### config.mk
export PLATFORM = sky130hd
export DESIGN_NAME = interval_timer
export DESIGN_NICKNAME = d
export VERILOG_FILES = /design/src/include/interval_timer_pkg.sv /design/src/hw/restart_filter.sv /design/src/hw/second_prescaler.sv /design/src/hw/interval_timer.sv
export SDC_FILE = /design/constraint.sdc
export NUM_CORES = 1
export LEC_CHECK = 0
export BUFFER_PORTS_ARGS = -buffer_cell sky130_fd_sc_hd__buf_2
export CORE_ASPECT_RATIO = 0.7
export CORE_UTILIZATION = 51
export CTS_BUF_LIST = sky130_fd_sc_hd__clkbuf_8
export CTS_CLUSTER_SIZE = 30
export DETAILED_ROUTE_END_ITERATION = 10
export PLACE_DENSITY = 0.75
export RECOVER_POWER = 100
export SYNTH_ARGS = -nofsm -noshare
export SYNTH_HDL_FRONTEND = slang
export SYNTH_SLANG_ARGS = --single-unit
### constraint.sdc
create_clock -name clk_sys_in -period 2.9 [get_ports clk_sys_in]
set_clock_uncertainty 0.1 [all_clocks]
set_input_delay 0.58 -clock clk_sys_in [delete_from_list [all_inputs] [get_ports clk_sys_in]]
set_output_delay 0.58 -clock clk_sys_in [all_outputs]
set_load 0.03 [all_outputs]
### src/include/interval_timer_pkg.sv
package interval_timer_pkg;

  // Counter and register port widths
  localparam int COUNT_W = 24;
  localparam int ADDR_W = 8;
  localparam int DATA_W = 32;

  // Register byte offsets
  localparam logic [7:0] ADDR_STATUS = 8'h00;
  localparam logic [7:0] ADDR_MASK = 8'h04;
  localparam logic [7:0] ADDR_COUNT = 8'h08;
  localparam logic [7:0] ADDR_INTERVAL = 8'h0C;

  // Status and mask bit positions, reset values
  localparam int STAT_TIMEOUT = 0;
  localparam int STAT_START = 1;
  localparam int STAT_W = 2;
  localparam logic [1:0] STATUS_RST = 2'h0;
  localparam logic [1:0] MASK_RST = 2'h0;

  // Time base
  localparam int CRYSTAL_HZ = 32768;
  localparam int CLK_MHZ = 100;

  // Interrupt pulse widths in microseconds and in system clock cycles
  localparam int T_PULSE_SHORT_US = 7800;
  localparam int T_PULSE_LONG_US = 125000;
  localparam int PULSE_SHORT_CYC = T_PULSE_SHORT_US * CLK_MHZ;
  localparam int PULSE_LONG_CYC = T_PULSE_LONG_US * CLK_MHZ;

  // Restart bounce filter: level must stand this long to be accepted
  localparam int T_DEBOUNCE_US = 1000;
  localparam int DEBOUNCE_CYC = T_DEBOUNCE_US * CLK_MHZ;

  // Interval per captured select pair {lo, hi}, in seconds
  localparam logic [23:0] IVL_SEL00_S = 24'h00_003C;
  localparam logic [23:0] IVL_SEL01_S = 24'h00_000A;
  localparam logic [23:0] IVL_SEL10_S = 24'h00_001E;
  localparam logic [23:0] IVL_SEL11_S = 24'h00_0001;

  typedef enum logic [1:0] {
    MODE_LOOP = 2'b00,
    MODE_HANDSHAKE = 2'b01,
    MODE_TOGGLE = 2'b10
  } timeout_mode_t;

  typedef enum logic [1:0] {
    ST_HELD = 2'b00,
    ST_RUN = 2'b01,
    ST_PULSE = 2'b10,
    ST_LATCHED = 2'b11
  } tmr_state_t;

  typedef struct packed {
    logic [7:0] addr;
    logic [31:0] wdata;
    logic wr;
    logic rd;
  } reg_req_t;

endpackage : interval_timer_pkg

### src/hw/restart_filter.sv
`timescale 1ns/1ps
module restart_filter #(
  parameter int unsigned STABLE_CYCLES = interval_timer_pkg::DEBOUNCE_CYC
) (
  // Clock and reset
  input wire logic clk_sys_in,
  input wire logic rst_n_in,
  // Raw and filtered restart level
  input wire logic raw_in,
  output logic filt_out
);
  import interval_timer_pkg::*;

  localparam int CW = $clog2(STABLE_CYCLES + 1);
  localparam logic [CW-1:0] LAST = CW'(STABLE_CYCLES - 1);

  logic filt_ff;
  logic nxt_filt;
  logic [CW-1:0] cnt_ff;
  logic [CW-1:0] nxt_cnt;

  // A new level must stand unbroken before it is passed on
  always_comb begin
    nxt_filt = filt_ff;
    nxt_cnt = '0;
    if (raw_in != filt_ff) begin
      if (cnt_ff == LAST) begin
        nxt_filt = raw_in;
      end else begin
        nxt_cnt = cnt_ff + CW'(1);
      end
    end
  end

  always_ff @(posedge clk_sys_in or negedge rst_n_in) begin
    if (!rst_n_in) begin
      filt_ff <= 1'b0;
      cnt_ff <= '0;
    end else begin
      filt_ff <= nxt_filt;
      cnt_ff <= nxt_cnt;
    end
  end

  assign filt_out = filt_ff;
endmodule : restart_filter

### src/hw/second_prescaler.sv
`timescale 1ns/1ps
module second_prescaler #(
  parameter int unsigned DIV = interval_timer_pkg::CRYSTAL_HZ
) (
  // Clock and reset
  input wire logic clk_sys_in,
  input wire logic rst_n_in,
  // Crystal oscillator
  input wire logic crystal_in,
  output logic crystal_out,
  // Control and tick
  input wire logic clear_in,
  output logic sec_tick_out
);
  import interval_timer_pkg::*;

  localparam int DW = $clog2(DIV + 1);
  localparam logic [DW-1:0] LAST = DW'(DIV - 1);

  logic xtal_prev_ff;
  logic crystal_out_ff;
  logic tick_ff;
  logic nxt_tick;
  logic [DW-1:0] div_ff;
  logic [DW-1:0] nxt_div;
  logic xtal_rise;

  assign xtal_rise = crystal_in & ~xtal_prev_ff;

  // one-second divider
  always_comb begin
    nxt_div = div_ff;
    nxt_tick = 1'b0;
    if (clear_in) begin
      nxt_div = '0;
    end else if (xtal_rise) begin
      if (div_ff == LAST) begin
        nxt_div = '0;
        nxt_tick = 1'b1;
      end else begin
        nxt_div = div_ff + DW'(1);
      end
    end
  end

  // inverting oscillator stage
  always_ff @(posedge clk_sys_in or negedge rst_n_in) begin
    if (!rst_n_in) begin
      xtal_prev_ff <= 1'b0;
      crystal_out_ff <= 1'b1;
      tick_ff <= 1'b0;
      div_ff <= '0;
    end else begin
      xtal_prev_ff <= crystal_in;
      crystal_out_ff <= ~crystal_in;
      tick_ff <= nxt_tick;
      div_ff <= nxt_div;
    end
  end

  assign crystal_out = crystal_out_ff;
  assign sec_tick_out = tick_ff;
endmodule : second_prescaler

### src/hw/interval_timer.sv
// Decided for this implementation: the plain strobed port and the placing of the registers.
`timescale 1ns/1ps
// Summary of operation
// 24-bit seconds counter only counts upward
// Interrupt when count reaches selected interval
// Selects captured on restart rising edge
// Select changes ignored while running
// Selects map to 60,10,30,1 seconds
// Restart low clears and stops timer
// Restart release: interrupt high, count from zero
// Restart input filtered against contact bounce
// Loop interrupt is fixed-width low pulse
// Signalling style fixed: loop, handshake, toggle
// Time base from crystal-rate oscillator
// Whole-second intervals up to about half-year; the selects here give 60 seconds at most
// Loop pulse repeats every interval until restart
// Crystal divided by 32768 gives second tick
module interval_timer #(
  parameter int unsigned PULSE_CYCLES = interval_timer_pkg::PULSE_SHORT_CYC,
  parameter int unsigned DEBOUNCE_CYCLES = interval_timer_pkg::DEBOUNCE_CYC,
  parameter int unsigned PRESCALE_DIV = interval_timer_pkg::CRYSTAL_HZ,
  parameter interval_timer_pkg::timeout_mode_t TIMEOUT_MODE = interval_timer_pkg::MODE_LOOP
) (
  // Clock and reset
  input wire logic clk_sys_in,
  input wire logic rst_n_in,
  // Host pins
  input wire logic restart_n_in,
  input wire logic interval_select_lo_in,
  input wire logic interval_select_hi_in,
  output logic int_n_out,
  // Crystal
  input wire logic crystal_in,
  output logic crystal_out,
  // Register port
  input wire interval_timer_pkg::reg_req_t reg_req_in,
  output logic [interval_timer_pkg::DATA_W-1:0] reg_rdata_out,
  output logic irq_out
);
  import interval_timer_pkg::*;

  localparam int PW = $clog2(PULSE_CYCLES + 1);
  localparam logic [PW-1:0] PULSE_LAST = PW'(PULSE_CYCLES - 1);

  tmr_state_t state_ff;
  tmr_state_t nxt_state;
  logic [COUNT_W-1:0] count_ff;
  logic [COUNT_W-1:0] nxt_count;
  logic [COUNT_W-1:0] interval_ff;
  logic [COUNT_W-1:0] nxt_interval;
  logic [COUNT_W-1:0] count_inc;
  logic [1:0] sel_ff;
  logic [1:0] nxt_sel;
  logic [PW-1:0] pulse_ff;
  logic [PW-1:0] nxt_pulse;
  logic int_n_ff;
  logic nxt_int_n;
  logic restart_filt;
  logic restart_prev_ff;
  logic restart_rise;
  logic sec_tick;
  logic counting;
  logic fire;

  logic [STAT_W-1:0] status_ff;
  logic [STAT_W-1:0] nxt_status;
  logic [STAT_W-1:0] mask_ff;
  logic [STAT_W-1:0] nxt_mask;
  logic [STAT_W-1:0] events;
  logic [DATA_W-1:0] rdata_ff;
  logic [DATA_W-1:0] nxt_rdata;

  // bounce filter on restart
  restart_filter #(
    .STABLE_CYCLES(DEBOUNCE_CYCLES)
  ) u_filter (
    .clk_sys_in(clk_sys_in),
    .rst_n_in(rst_n_in),
    .raw_in(restart_n_in),
    .filt_out(restart_filt)
  );

  // crystal time base, held cleared while restart holds the timer in ST_HELD
  second_prescaler #(
    .DIV(PRESCALE_DIV)
  ) u_prescaler (
    .clk_sys_in(clk_sys_in),
    .rst_n_in(rst_n_in),
    .crystal_in(crystal_in),
    .crystal_out(crystal_out),
    .clear_in(state_ff == ST_HELD),
    .sec_tick_out(sec_tick)
  );

  // select pair to interval
  function automatic logic [COUNT_W-1:0] interval_of(input logic [1:0] sel);
    logic [COUNT_W-1:0] ivl;
    unique case (sel)
      2'b00: ivl = IVL_SEL00_S;
      2'b01: ivl = IVL_SEL01_S;
      2'b10: ivl = IVL_SEL10_S;
      2'b11: ivl = IVL_SEL11_S;
    endcase
    return ivl;
  endfunction : interval_of

  assign restart_rise = restart_filt & ~restart_prev_ff;
  assign counting = (state_ff == ST_RUN) || (state_ff == ST_PULSE);
  // whole seconds, 24 bits span half a year
  assign count_inc = count_ff + 24'h00_0001;
  // match against captured interval
  assign fire = counting && sec_tick && restart_filt && (count_inc == interval_ff);

  always_comb begin
    nxt_state = state_ff;
    nxt_count = count_ff;
    nxt_sel = sel_ff;
    nxt_interval = interval_ff;
    nxt_int_n = int_n_ff;
    nxt_pulse = pulse_ff;
    if (!restart_filt) begin
      // held restart clears the timer
      nxt_state = ST_HELD;
      nxt_count = '0;
      nxt_pulse = '0;
      nxt_int_n = 1'b1;
    end else if (restart_rise) begin
      // capture selects on release
      nxt_sel = {interval_select_lo_in, interval_select_hi_in};
      nxt_interval = interval_of({interval_select_lo_in, interval_select_hi_in});
      // start clean with interrupt inactive
      nxt_count = '0;
      nxt_pulse = '0;
      nxt_int_n = 1'b1;
      nxt_state = ST_RUN;
    end else begin
      // upward count, wrapping at the match
      if (counting && sec_tick) begin
        nxt_count = fire ? '0 : count_inc;
      end
      unique case (state_ff)
        ST_HELD: begin
          nxt_state = ST_HELD;
        end
        ST_RUN: begin
          if (fire) begin
            // style fixed by build parameter
            unique case (TIMEOUT_MODE)
              MODE_LOOP: begin
                nxt_state = ST_PULSE;
                nxt_pulse = '0;
                nxt_int_n = 1'b0;
              end
              MODE_HANDSHAKE: begin
                nxt_state = ST_LATCHED;
                nxt_int_n = 1'b0;
              end
              MODE_TOGGLE: begin
                nxt_int_n = ~int_n_ff;
              end
              default: begin
                nxt_state = ST_RUN;
              end
            endcase
          end
        end
        ST_PULSE: begin
          // fixed-width low pulse while the count runs on, then back to ST_RUN
          if (pulse_ff == PULSE_LAST) begin
            // back to ST_RUN, so it repeats
            nxt_state = ST_RUN;
            nxt_int_n = 1'b1;
            nxt_pulse = '0;
          end else begin
            nxt_pulse = pulse_ff + PW'(1);
          end
        end
        ST_LATCHED: begin
          // Held low until the host restarts; counting stops meanwhile
          nxt_int_n = 1'b0;
        end
      endcase
    end
  end

  // selects only move on the release edge
  always_ff @(posedge clk_sys_in or negedge rst_n_in) begin
    if (!rst_n_in) begin
      state_ff <= ST_HELD;
      count_ff <= '0;
      sel_ff <= 2'b00;
      interval_ff <= IVL_SEL00_S;
      pulse_ff <= '0;
      int_n_ff <= 1'b1;
      restart_prev_ff <= 1'b0;
    end else begin
      state_ff <= nxt_state;
      count_ff <= nxt_count;
      sel_ff <= nxt_sel;
      interval_ff <= nxt_interval;
      pulse_ff <= nxt_pulse;
      int_n_ff <= nxt_int_n;
      restart_prev_ff <= restart_filt;
    end
  end

  assign int_n_out = int_n_ff;

  // Register port: status is write-one-to-clear, and a new event beats its clear
  assign events = {restart_rise, fire};

  always_comb begin
    nxt_status = status_ff;
    nxt_mask = mask_ff;
    nxt_rdata = '0;
    if (reg_req_in.wr && reg_req_in.addr == ADDR_STATUS) begin
      nxt_status = status_ff & ~reg_req_in.wdata[STAT_W-1:0];
    end
    if (reg_req_in.wr && reg_req_in.addr == ADDR_MASK) begin
      nxt_mask = reg_req_in.wdata[STAT_W-1:0];
    end
    nxt_status = nxt_status | events;
    if (reg_req_in.rd) begin
      unique case (reg_req_in.addr)
        ADDR_STATUS: nxt_rdata = {{(DATA_W-STAT_W){1'b0}}, status_ff};
        ADDR_MASK: nxt_rdata = {{(DATA_W-STAT_W){1'b0}}, mask_ff};
        ADDR_COUNT: nxt_rdata = {{(DATA_W-COUNT_W){1'b0}}, count_ff};
        ADDR_INTERVAL: nxt_rdata = {{(DATA_W-COUNT_W){1'b0}}, interval_ff};
        default: nxt_rdata = '0;
      endcase
    end
  end

  always_ff @(posedge clk_sys_in or negedge rst_n_in) begin
    if (!rst_n_in) begin
      status_ff <= STATUS_RST;
      mask_ff <= MASK_RST;
      rdata_ff <= '0;
    end else begin
      status_ff <= nxt_status;
      mask_ff <= nxt_mask;
      rdata_ff <= nxt_rdata;
    end
  end

  assign reg_rdata_out = rdata_ff;
  assign irq_out = |(status_ff & mask_ff);
endmodule : interval_timer

# Yosys cells after proc, flatten, opt, wreduce, memory -nomap -nowiden
# Cells that the tools add are included.
# classes
addsub	4
n_eq_ne	20
mux	31
reduce_logical	16
n_bitwise	9
# op_table
cell	n
$pmux 24 s4	2
$mux 24	5
$mux 20	4
$mux 16	3
$pmux 20 s2	1
$mux 17	2
$add 24x1->24 const B	1
$eq 24x24->1	1
$add 20x1->20 const B	1
$eq 20x20->1 const B	1
$add 17x1->17 const B	1
$eq 17x17->1 const B	1
$add 16x1->16 const B	1
$eq 16x15->1 const B	1
$eq 8x4->1 const B	2
$ne 4x4->1 const B	3
$mux 2	5
$eq 2x2->1 const B	4
$eq 8x3->1 const B	1
$logic_not 8->1	1
$mux 1	7
$pmux 2 s3	1
$reduce_and 2->1	3
$reduce_and 3->1	2
16 further kinds	26
# totals
out_inout_bits	35
ff_bits	145
in_bits	48
elab_cells	95

# Depth between registers and ports, before layout
# Gate-level depths: netlist of run 1.
# depth
depth_word	9
depth_mapped	11
depth_no_buf	10

# Hierarchy
# A second synthesis of run 1 with hierarchy kept.
# unflattened
cells_unflattened	713
hier_area_um2	6696.4
# by_module_without_submodules
mod	area_each_um2	cells_each	seq_area_each_um2	n_inst
interval_timer	4778.3	521	2031.9	1
second_prescaler	1031.0	105	476.7	1
restart_filter	887.1	87	450.4	1

# Worst setup path after synthesis of run 1
# OpenSTA, ideal clock, no wires.
# synth_path
path_kind	register to register
from	register count_ff[1]
to	register pulse_ff[11]
t_arrival_ns	2.964
setup_ns	0.095
path_slack_ns	-0.259
n_path_buf	2
required_ns	2.705
path_stages_with_launch	12
period_less_slack_ns	3.159
path_cell_list	dfrtp_1 -> ha_1 -> clkbuf_1 -> nand3_1 -> or4_1 -> nor4_1 -> o22ai_1 -> nor4_4 -> a21oi_2 -> or2_4 -> buf_6 -> o31ai_1
# synth_between
elab_chain_len	5
# synth_lines
item	line_no	source
start, declared	interval_timer.sv:47	logic [COUNT_W-1:0] count_ff;
start signal, assigned	interval_timer.sv:198	count_ff <= nxt_count;
$add 24x1->24	interval_timer.sv:110	assign count_inc = count_ff + 24'h00_0001;
$eq 24x24->1	interval_timer.sv:112	assign fire = counting && sec_tick && restart_filt && (count_inc == interval_ff);
$logic_and 1x1->1	interval_timer.sv:112	
$ne 4x4->1 (no source line)	n/a	
$reduce_and 2->1 (no source line)	n/a	
end signal, assigned	interval_timer.sv:201	pulse_ff <= nxt_pulse;
end, declared	interval_timer.sv:54	logic [PW-1:0] pulse_ff;
# Every way passes these cells.
# A chain may end at the register's enable or synchronous reset.

# Worst setup path after layout of run 1
# layout_path
from	register count_ff[0]
to	register pulse_ff[12]
# The elaborated chain is that of the path after synthesis.

==> results.md, run 1 <==
Clock network:
- The clock reaches the later pin of the worst-skew pair after 440 ps.
- The clock tree from TritonCTS is done.
- The root buffer cell chosen for the clock tree is sky130_fd_sc_hd__clkbuf_8.
- The total clock buffers created by CTS is 17.
- The number of sinks driven by the clock tree is 118.
- Clock-pin slew was measured on the worst setup and hold paths at 80 ps.
- In this run the number of H-tree levels came out at 4.
- The count of hold-fix buffers inserted at cts is 0.
- The number of buffers on the longest clock path is 2.

Logic synthesis:
- The number of different library cells used by synthesis comes to 61.
- The synthesized netlist occupies a cell area of 6475 µm².
- Ranked by total cell area, the synthesized netlist is headed by sky130_fd_sc_hd__dfrtp_1, sky130_fd_sc_hd__nor2_1, sky130_fd_sc_hd__nand2_1, sky130_fd_sc_hd__o21ai_0, sky130_fd_sc_hd__xor2_1.
- The fraction of the yosys area taken by sequential cells is 45.70%.
- Synthesis produced 707 cells.
- The area fraction of the dominant cell type after synthesis is 43.67%.
- The Yosys step of the flow raised 0 warnings.
- In the synthesized netlist the dominant register cell turns out to be sky130_fd_sc_hd__dfrtp_1.
- The flop and latch count out of synthesis is 118.
- The number of enable flip-flop cells after synthesis is 0.
- The async set-reset flop share out of synthesis is 100.0%.
- The synthesized design spends more area on one cell type than any other, namely sky130_fd_sc_hd__dfrtp_1.
- A synthesized cell averages 9.158 µm².

Die:
- Pin placement for this block handled 83 I/O pins.
- From left edge to right edge, the die measures 136.7 µm.
- The area of the placeable core is 12,380 µm².
- After floorplanning, the core was divided into 34 placement rows.
- The initial standard-cell utilization of the core is 52.30%.
- The die is 96.27 µm tall.
- The die outline area is 13,160 µm².

Place:
- The final estimated routing congestion in global placement is 0.9809.
- The number of placed cells counting well taps is 954.
- The placed instances occupy a cell area of 7347 µm².
- The total half-perimeter wirelength after legalization and detailed placement is 11.70 mm.
- The pre-CTS setup slack is -432.4 ps.
- Buffers placed on the I/O ports in this run total 44.

Layout:
- Relative to the synthesized area, the layout overhead comes to 23.67%.
- The non-filler instance count after layout is 1,001.
- Cells with a size suffix above 1 make up 23.60% of the layout.
- The number of nets in the finished design is 888.
- The final antenna diode count is 0.
- Cells fill 64.69% of the core in the end.
- The count of fill cells added during filler insertion is 981.
- The post-route cell area is 8008 µm².

Routing:
- The final antenna-violating net count is 0.
- Summed over all layers, the routed wires come to 16.88 mm.
- For this run, design rule violations remaining after detail routing come to 0.
- After detailed routing, the average wire length per cell comes to 16.86 µm.
- In the routed layout, each cell is associated on average with a via count of 5.852.
- For this block, the via count after detailed routing is 5,858.
- The number of DRC markers after the initial detailed-route iteration is 514.
- The first detailed-routing pass took 7 iterations.

Global route:
- The number of global-route vias before repair is 5,737.
- The largest net degree at the start of global routing is 52.
- The global routing's busiest layer is met2.
- The number of antenna violations at the first check in global routing was 0.
- The aggregate global routing overflow is 0.
- The first global-routing pass estimated 28.10 mm of wire.
- The met2 layer usage reported by global route is 44.04%.
- For met1 alone, demand over resource in global routing was 37.94%.
- For this run, global-route usage on met3 was measured as 6.582%.
- Across every metal layer, demand over resource in global routing totals 27.89%.

Setup path:
- The maximum fanout count along the critical path is 7.
- The worst setup path is captured at a register.
- The setup path with the least slack is of type register to register.
- For the worst setup path, the data required time is 3120 ps.
- The worst setup path is launched from a register.
- Data arrives at the worst endpoint at 3110 ps.

Worst hold path:
- The type of the worst min-delay path is input port to register.

Timing:
- The minimum setup slack in the final design is 18.14 ps.
- The number of endpoints with negative hold slack in the final report came to 0.
- Setup violations remaining at the end of the flow were counted as 0.
- Setup repair after global routing could not meet its margin everywhere.
- The final number of max-transition violations is 0.
- The worst path uses 99.37% of the clock period.
- The clock period could shrink to 2882 ps.
- Timing would allow up to 347.0 MHz.
- The worst pin sits at a relative slew slack of 7.645%.
- The total negative slack is 0 ps.
- The worst hold slack is 181.3 ps.
- At the pin with the least slew margin, the transition time is 1385 ps.

Power:
- In this run the static leakage power is 3.480 nW.
- The design draws 3.401 mW.
- Dividing total power by cell area gives a power density of 424.7 nW/µm².
- The worst-case IR drop observed on VDD is 0.4383 mV.

Outcome:
- The run finished with clean final reports.

Job:
- The max capacitance violation total is 0.
==> cells by family after synthesis <==
kind of cell             count (synthesis)  share of synthesized area [%]
buffers and inverters                   59                          4.155
flip-flops                             118                          45.70
adder cells (fa/ha/maj)                 14                          2.705
XOR/XNOR                                34                          4.599
multiplexers                            13                          2.512
other                                    1                        0.05792
AO/OA/AOI/OAI                          146                          14.18
AND/OR/NAND/NOR                        322                          26.09
==> critical path, stage by stage (launching register included) <==
cell	delay, ps
sky130_fd_sc_hd__dfrtp_1	410
sky130_fd_sc_hd__ha_4	190
sky130_fd_sc_hd__buf_6	120
sky130_fd_sc_hd__or2_4	220
sky130_fd_sc_hd__a211oi_2	180
sky130_fd_sc_hd__o22ai_1	110
sky130_fd_sc_hd__a2111o_1	390
sky130_fd_sc_hd__nor4_4	270
sky130_fd_sc_hd__buf_6	180
sky130_fd_sc_hd__nand2b_1	130
sky130_fd_sc_hd__buf_4	160
sky130_fd_sc_hd__mux2i_1	200
sky130_fd_sc_hd__a31oi_1	90
==> cells in the final DEF, fill, tap and decap left out, types with 18 or more instances in the layout <==
| cell | instances |
|---|---|
| sky130_fd_sc_hd__xor2_1 | 21 |
| sky130_fd_sc_hd__dfrtp_1 | 112 |
| sky130_fd_sc_hd__and2_1 | 21 |
| sky130_fd_sc_hd__a21oi_1 | 33 |
| sky130_fd_sc_hd__nor3_1 | 21 |
| sky130_fd_sc_hd__o21ai_0 | 31 |
| sky130_fd_sc_hd__and3_1 | 24 |
| sky130_fd_sc_hd__nand3_1 | 32 |
| sky130_fd_sc_hd__clkbuf_1 | 31 |
| sky130_fd_sc_hd__buf_4 | 85 |
| sky130_fd_sc_hd__nor2_1 | 78 |
| sky130_fd_sc_hd__clkbuf_8 | 18 |
| sky130_fd_sc_hd__nand2_1 | 60 |
==> path summary, 6_finish.rpt <==
check	from	end	slack [ps]	depth (start not counted)
hold / removal	crystal_in	u_prescaler.xtal_prev_ff	180	1
min in group asynchronous	rst_n_in	count_ff[11]	340	1
setup reg to reg	count_ff[0]	pulse_ff[12]	20	12
setup / recovery	count_ff[0]	pulse_ff[12]	20	12
hold reg to reg	u_filter.cnt_ff[0]	u_filter.cnt_ff[0]	390	1
max in group asynchronous	rst_n_in	pulse_ff[8]	800	2
==> cell usage after synthesis, drive strengths merged, types with 5 or more instances <==
cell      n
dfrtp   113
nor2     78
nand2    62
o21ai    45
a21oi    36
nand3    35
clkbuf   25
and3     24
and2     21
buf      21
nor3     21
xor2     21
nand4    16
ha       14
inv      13
nand2b   13
xnor2    13
o31ai    10
o41ai    10
o211ai    9
a31oi     8
and4      8
nor4      8
a211oi    6
mux2      6
or3       6
dfstp     5
mux2i     5
nand4b    5
==> flip-flops by register name (all words and copies together) (netlist names), 2 cells and up <==
name and cells:
count_ff 24, reg_rdata_out 24, mask_ff 2, state_ff 2, u_prescaler.div_ff 16, u_filter.cnt_ff 17
interval_ff 5, pulse_ff 20, status_ff 2
==> power breakdown <==
group / switching [mW] / leakage [nW] / internal [mW]
Combinational: 0.182 / 1.68 / 0.0898
Clock: 0.717 / 0.187 / 0.704
Sequential: 0.0298 / 1.61 / 1.68
==> repair_timing <==
| action | CTS | global route |
|---|---|---|
| setup buffers | 8 | 6 |
| cloned | 1 | 0 |
| setup endpoints to repair | 33 | 43 |
| pin swaps | 10 | 7 |
| gates resized for setup | 24 | 39 |
==> cell type report <==
cell class                 count  area, µm²  area share (%)
clock buffer                  18      247.7           3.094
inverter                      13      48.80          0.6094
clock inverter                14      127.6           1.594
sequential                   118       2960           36.97
tap                          162      202.7           2.531
multi-input combinational    538       3527           44.05
timing repair buffer         138      893.4           11.16
==> layer usage <==
layer | wire, µm | vias up
met2 | 7719 | 191
li1 | - | 2768
met5 | 0 | -
met3 | 1125 | 24
met1 | 7803 | 2875
met4 | 233 | 0
No activity file was read; power rests on OpenSTA's default activity.
==> run 2, diff against run 1 <==
Settings changed: SETUP_SLACK_MARGIN set to 0.4.
==> results.md, run 2 (same netlist as run 1, synthesis figures left out) <==
Outcome:
- The flow ran to the end, and the final reports show no timing, DRC or antenna violations.

Setup path:
- The total buffers and inverters traversed by the critical path is 5 (+2).
- The critical path's largest stage delay is 410 ps (about the same).
- The master of the slowest instance on the critical path is sky130_fd_sc_hd__dfrtp_1.
- The worst register-to-register path begins at count_ff[0].
- Among the stages of the critical path, the cell type that occurs most often is sky130_fd_sc_hd__buf_6.
- The critical path arrival came to 3100 ps (about the same).
- The maximum fanout count along the critical path is 7 (unchanged).
- The endpoint of the most critical register-to-register path is count_ff[14].
- The critical path in this run is classified as register to register.
- Walking the worst path, the cells encountered are buf_6 -> nand4_1 -> buf_4 -> nor3_2 -> o2bb2ai_1 -> o22ai_1 -> nor4_4 -> buf_6 -> buf_6 -> buf_8 -> a21oi_2 -> o211ai_1 -> o41ai_2.
- The kind of start point of the critical path is a register.
- The worst setup slack for register-to-register paths is 3 ps (about the same).
- STA classifies the critical path endpoint as a register.
- The worst reg2reg path depth was 13 (+1).
- The worst endpoint required time is 3110 ps (about the same).
- The top cell family by delay on the critical path is buffers and inverters.

Layout:
- The layout cell share with drive strength beyond 1 is 25.75% (+2.2 points).
- The number of nets in the finished design is 880 (-0.90%).
- The sequential cell area was 2962 µm² (about the same).
- The final antenna diode count is 0 (unchanged).
- The total area of multi-input combinational cells came to 3637 µm² (+3.1%).
- The library cells used most frequently in the layout, excluding fill and tap cells, are sky130_fd_sc_hd__dfrtp_1, sky130_fd_sc_hd__nor2_1, sky130_fd_sc_hd__buf_4.
- The layout-stage area growth over the synthesis result is 26.84%.
- The count of fill cells added during filler insertion is 965 (-1.6%).
- The commonest non-fill, non-tap cell in the layout is sky130_fd_sc_hd__dfrtp_1.
- The non-filler instance count after layout is 993 (-0.80%).

Clock network:
- The clock tree from TritonCTS is done.
- The CTS root buffer is sky130_fd_sc_hd__clkbuf_8.
- The maximum level of the CTS H-tree came to 4 (unchanged).
- The total clock buffers created by CTS came to 17 (unchanged).
- The number of sinks driven by the clock tree is 118 (unchanged).
- The number of buffers on the longest clock path was 2 (unchanged).
- The register clock-pin slew on the reported worst setup and hold paths is 80 ps (about the same).
- The count of hold-fix buffers inserted at cts is 0 (unchanged).
- The clock latency on the worst-skew pair is 440 ps (about the same).

Timing:
- The number of setup violations in the final report came to 0 (unchanged).
- The number of endpoints with negative hold slack in the final report is 0 (unchanged).
- The worst max-slew margin expressed relative to the limit is 18.56% (+11 points).
- The share of the clock period used by the worst path is 99.88% (+0.51 points).
- The worst-margin pin slew is 1222 ps (-163.8 ps).
- The final number of max-transition violations is 0 (unchanged).
- The achievable frequency is 345.2 MHz (-0.51%).
- The clock period minus worst slack is 2897 ps (+14.67 ps).
- Setup repair after global routing could not meet its margin everywhere.

Place:
- The total half-perimeter wirelength after legalization and detailed placement is 11.66 mm (-0.34%).
- The number of placed cells counting well taps is 942 (-1.3%).
- The number of input and output port buffers inserted is 44 (unchanged).
- The final estimated routing congestion in global placement was 0.9338 (-4.8%).

Routing:
- The final antenna-violating net count is 0 (unchanged).
- The routed length per instance is 17.17 µm (+1.8%).
- The number of design rule violations left after detail routing is 0 (unchanged).
- The total length of routed wires is 17.05 mm (+1.0%).
- The via total after detailed routing is 5,871 (+0.22%).
- The number of DRC markers after the initial detailed-route iteration was 482 (-6.2%).
- The detailed-route vias per instance is 5.912 (+1.0%).
- The length of the first detailed-routing pass in iterations came to 5 (-2).

Job:
- The max capacitance violation total is 0 (unchanged).

Die:
- The area of the placeable core is 12,380 µm² (unchanged).
- The height of the chip is 96.27 µm (unchanged).
- The overall die width came to 136.7 µm (unchanged).
- The initial standard-cell utilization of the core is 52.30% (unchanged).
- The number of placement rows is 34 (unchanged).
- The total I/O pin count is 83 (unchanged).
- The die outline area is 13,160 µm² (unchanged).

Worst hold path:
- The min-delay analysis places its worst path in the category input port to register.
- In this run the most critical hold path is launched from crystal_in.
- For hold timing, the worst endpoint is u_prescaler.xtal_prev_ff.
- The count of cells along the worst hold path is 1 (unchanged).

Global route:
- The number of antenna violations at the first check in global routing was 0 (unchanged).
- The wire length of the first global-routing pass is 27.28 mm (-2.9%).
- The largest net degree at the start of global routing is 50 (-3.8%).
- The aggregate global routing overflow is 0 (unchanged).
- The all-layer global routing usage is 27.24% (-0.66 points).
- The number of global-route vias before repair is 5,535 (-3.5%).

Power:
- The cell leakage power is 3.514 nW (+0.95%).
- The peak supply drop is 0.3518 mV (-20%).
- The total power draw is 3.803 mW (+12%).
- The power density over the cells is 463.1 nW/µm² (+9.0%).
-- run 2: worst register-to-register path: stages, from the launching register on --
cell and delay, ps:
sky130_fd_sc_hd__dfrtp_1 410, sky130_fd_sc_hd__buf_6 150, sky130_fd_sc_hd__nand4_1 240, sky130_fd_sc_hd__buf_4 240, sky130_fd_sc_hd__nor3_2 100, sky130_fd_sc_hd__o2bb2ai_1 180
sky130_fd_sc_hd__o22ai_1 180, sky130_fd_sc_hd__nor4_4 360, sky130_fd_sc_hd__buf_6 190, sky130_fd_sc_hd__buf_6 130, sky130_fd_sc_hd__buf_8 120, sky130_fd_sc_hd__a21oi_2 40
sky130_fd_sc_hd__o211ai_1 200, sky130_fd_sc_hd__o41ai_2 130
-- run 2: worst max path at each step --
stage           startpoint  cells past startpoint  slack (ps)            to
2_1_floorplan  count_ff[1]                     11         -80  pulse_ff[11]
3_3_place_gp   count_ff[1]                     10        -230  pulse_ff[17]
3_5_place_dp   count_ff[0]                     10        -520  pulse_ff[17]
4_1_cts        count_ff[0]                     11         100   state_ff[0]
5_1_grt        count_ff[0]                     11        -100   pulse_ff[6]
6_report       count_ff[0]                     13           3  count_ff[14]
-- run 2: per-layer routing --
layer  track usage [%]  vias up  routed length [µm]
met4             10.09        0                 309
met5                 0        -                   0
met3             5.003       33                1029
met2             42.39      209                7894
met1             37.93     2877                7816
li1                  -     2752                   -
-- run 2: metrics by stage --
| step | utilization [%] | setup TNS [ps] | setup WS, ps | area (µm²) | hold WS, ps |
|---|---|---|---|---|---|
| final | 66.34 | 0 | 3.469 | 8213 | 171.2 |
| after global routing | 66.34 | -803.6 | -103.4 | 8213 | 163.3 |
| after CTS | 64.74 | 0 | 95.86 | 8014 | 82.29 |
| after detailed placement | 58.62 | -6304 | -516.2 | 7257 | 378.4 |
| after global placement | 58.62 | -2886 | -232.4 | 7257 | 365.8 |
| after floorplan | - | -467.8 | -75.02 | 6530 | 184.4 |
-- run 2: what timing repair did --
item	in CTS	in global routing
pin swaps	23	21
buffers inserted	11	7
resized for setup	52	59
gates cloned	1	0
endpoints found under the setup margin	44	53
-- run 2: area by class of cell --
cell class / instances / area share [%]
tap: 162 / 2.468
clock buffer: 18 / 3.016
sequential: 118 / 36.06
clock inverter: 14 / 2.818
inverter: 13 / 0.5941
multi-input combinational: 538 / 44.29
timing repair buffer: 130 / 10.76
-- run 2: where the power goes --
group	total (mW)	switching, mW	internal [mW]
combinational	0.281	0.184	0.0968
clock	1.81	0.686	1.13
sequential	1.71	0.0315	1.68
total	3.80	0.901	2.90
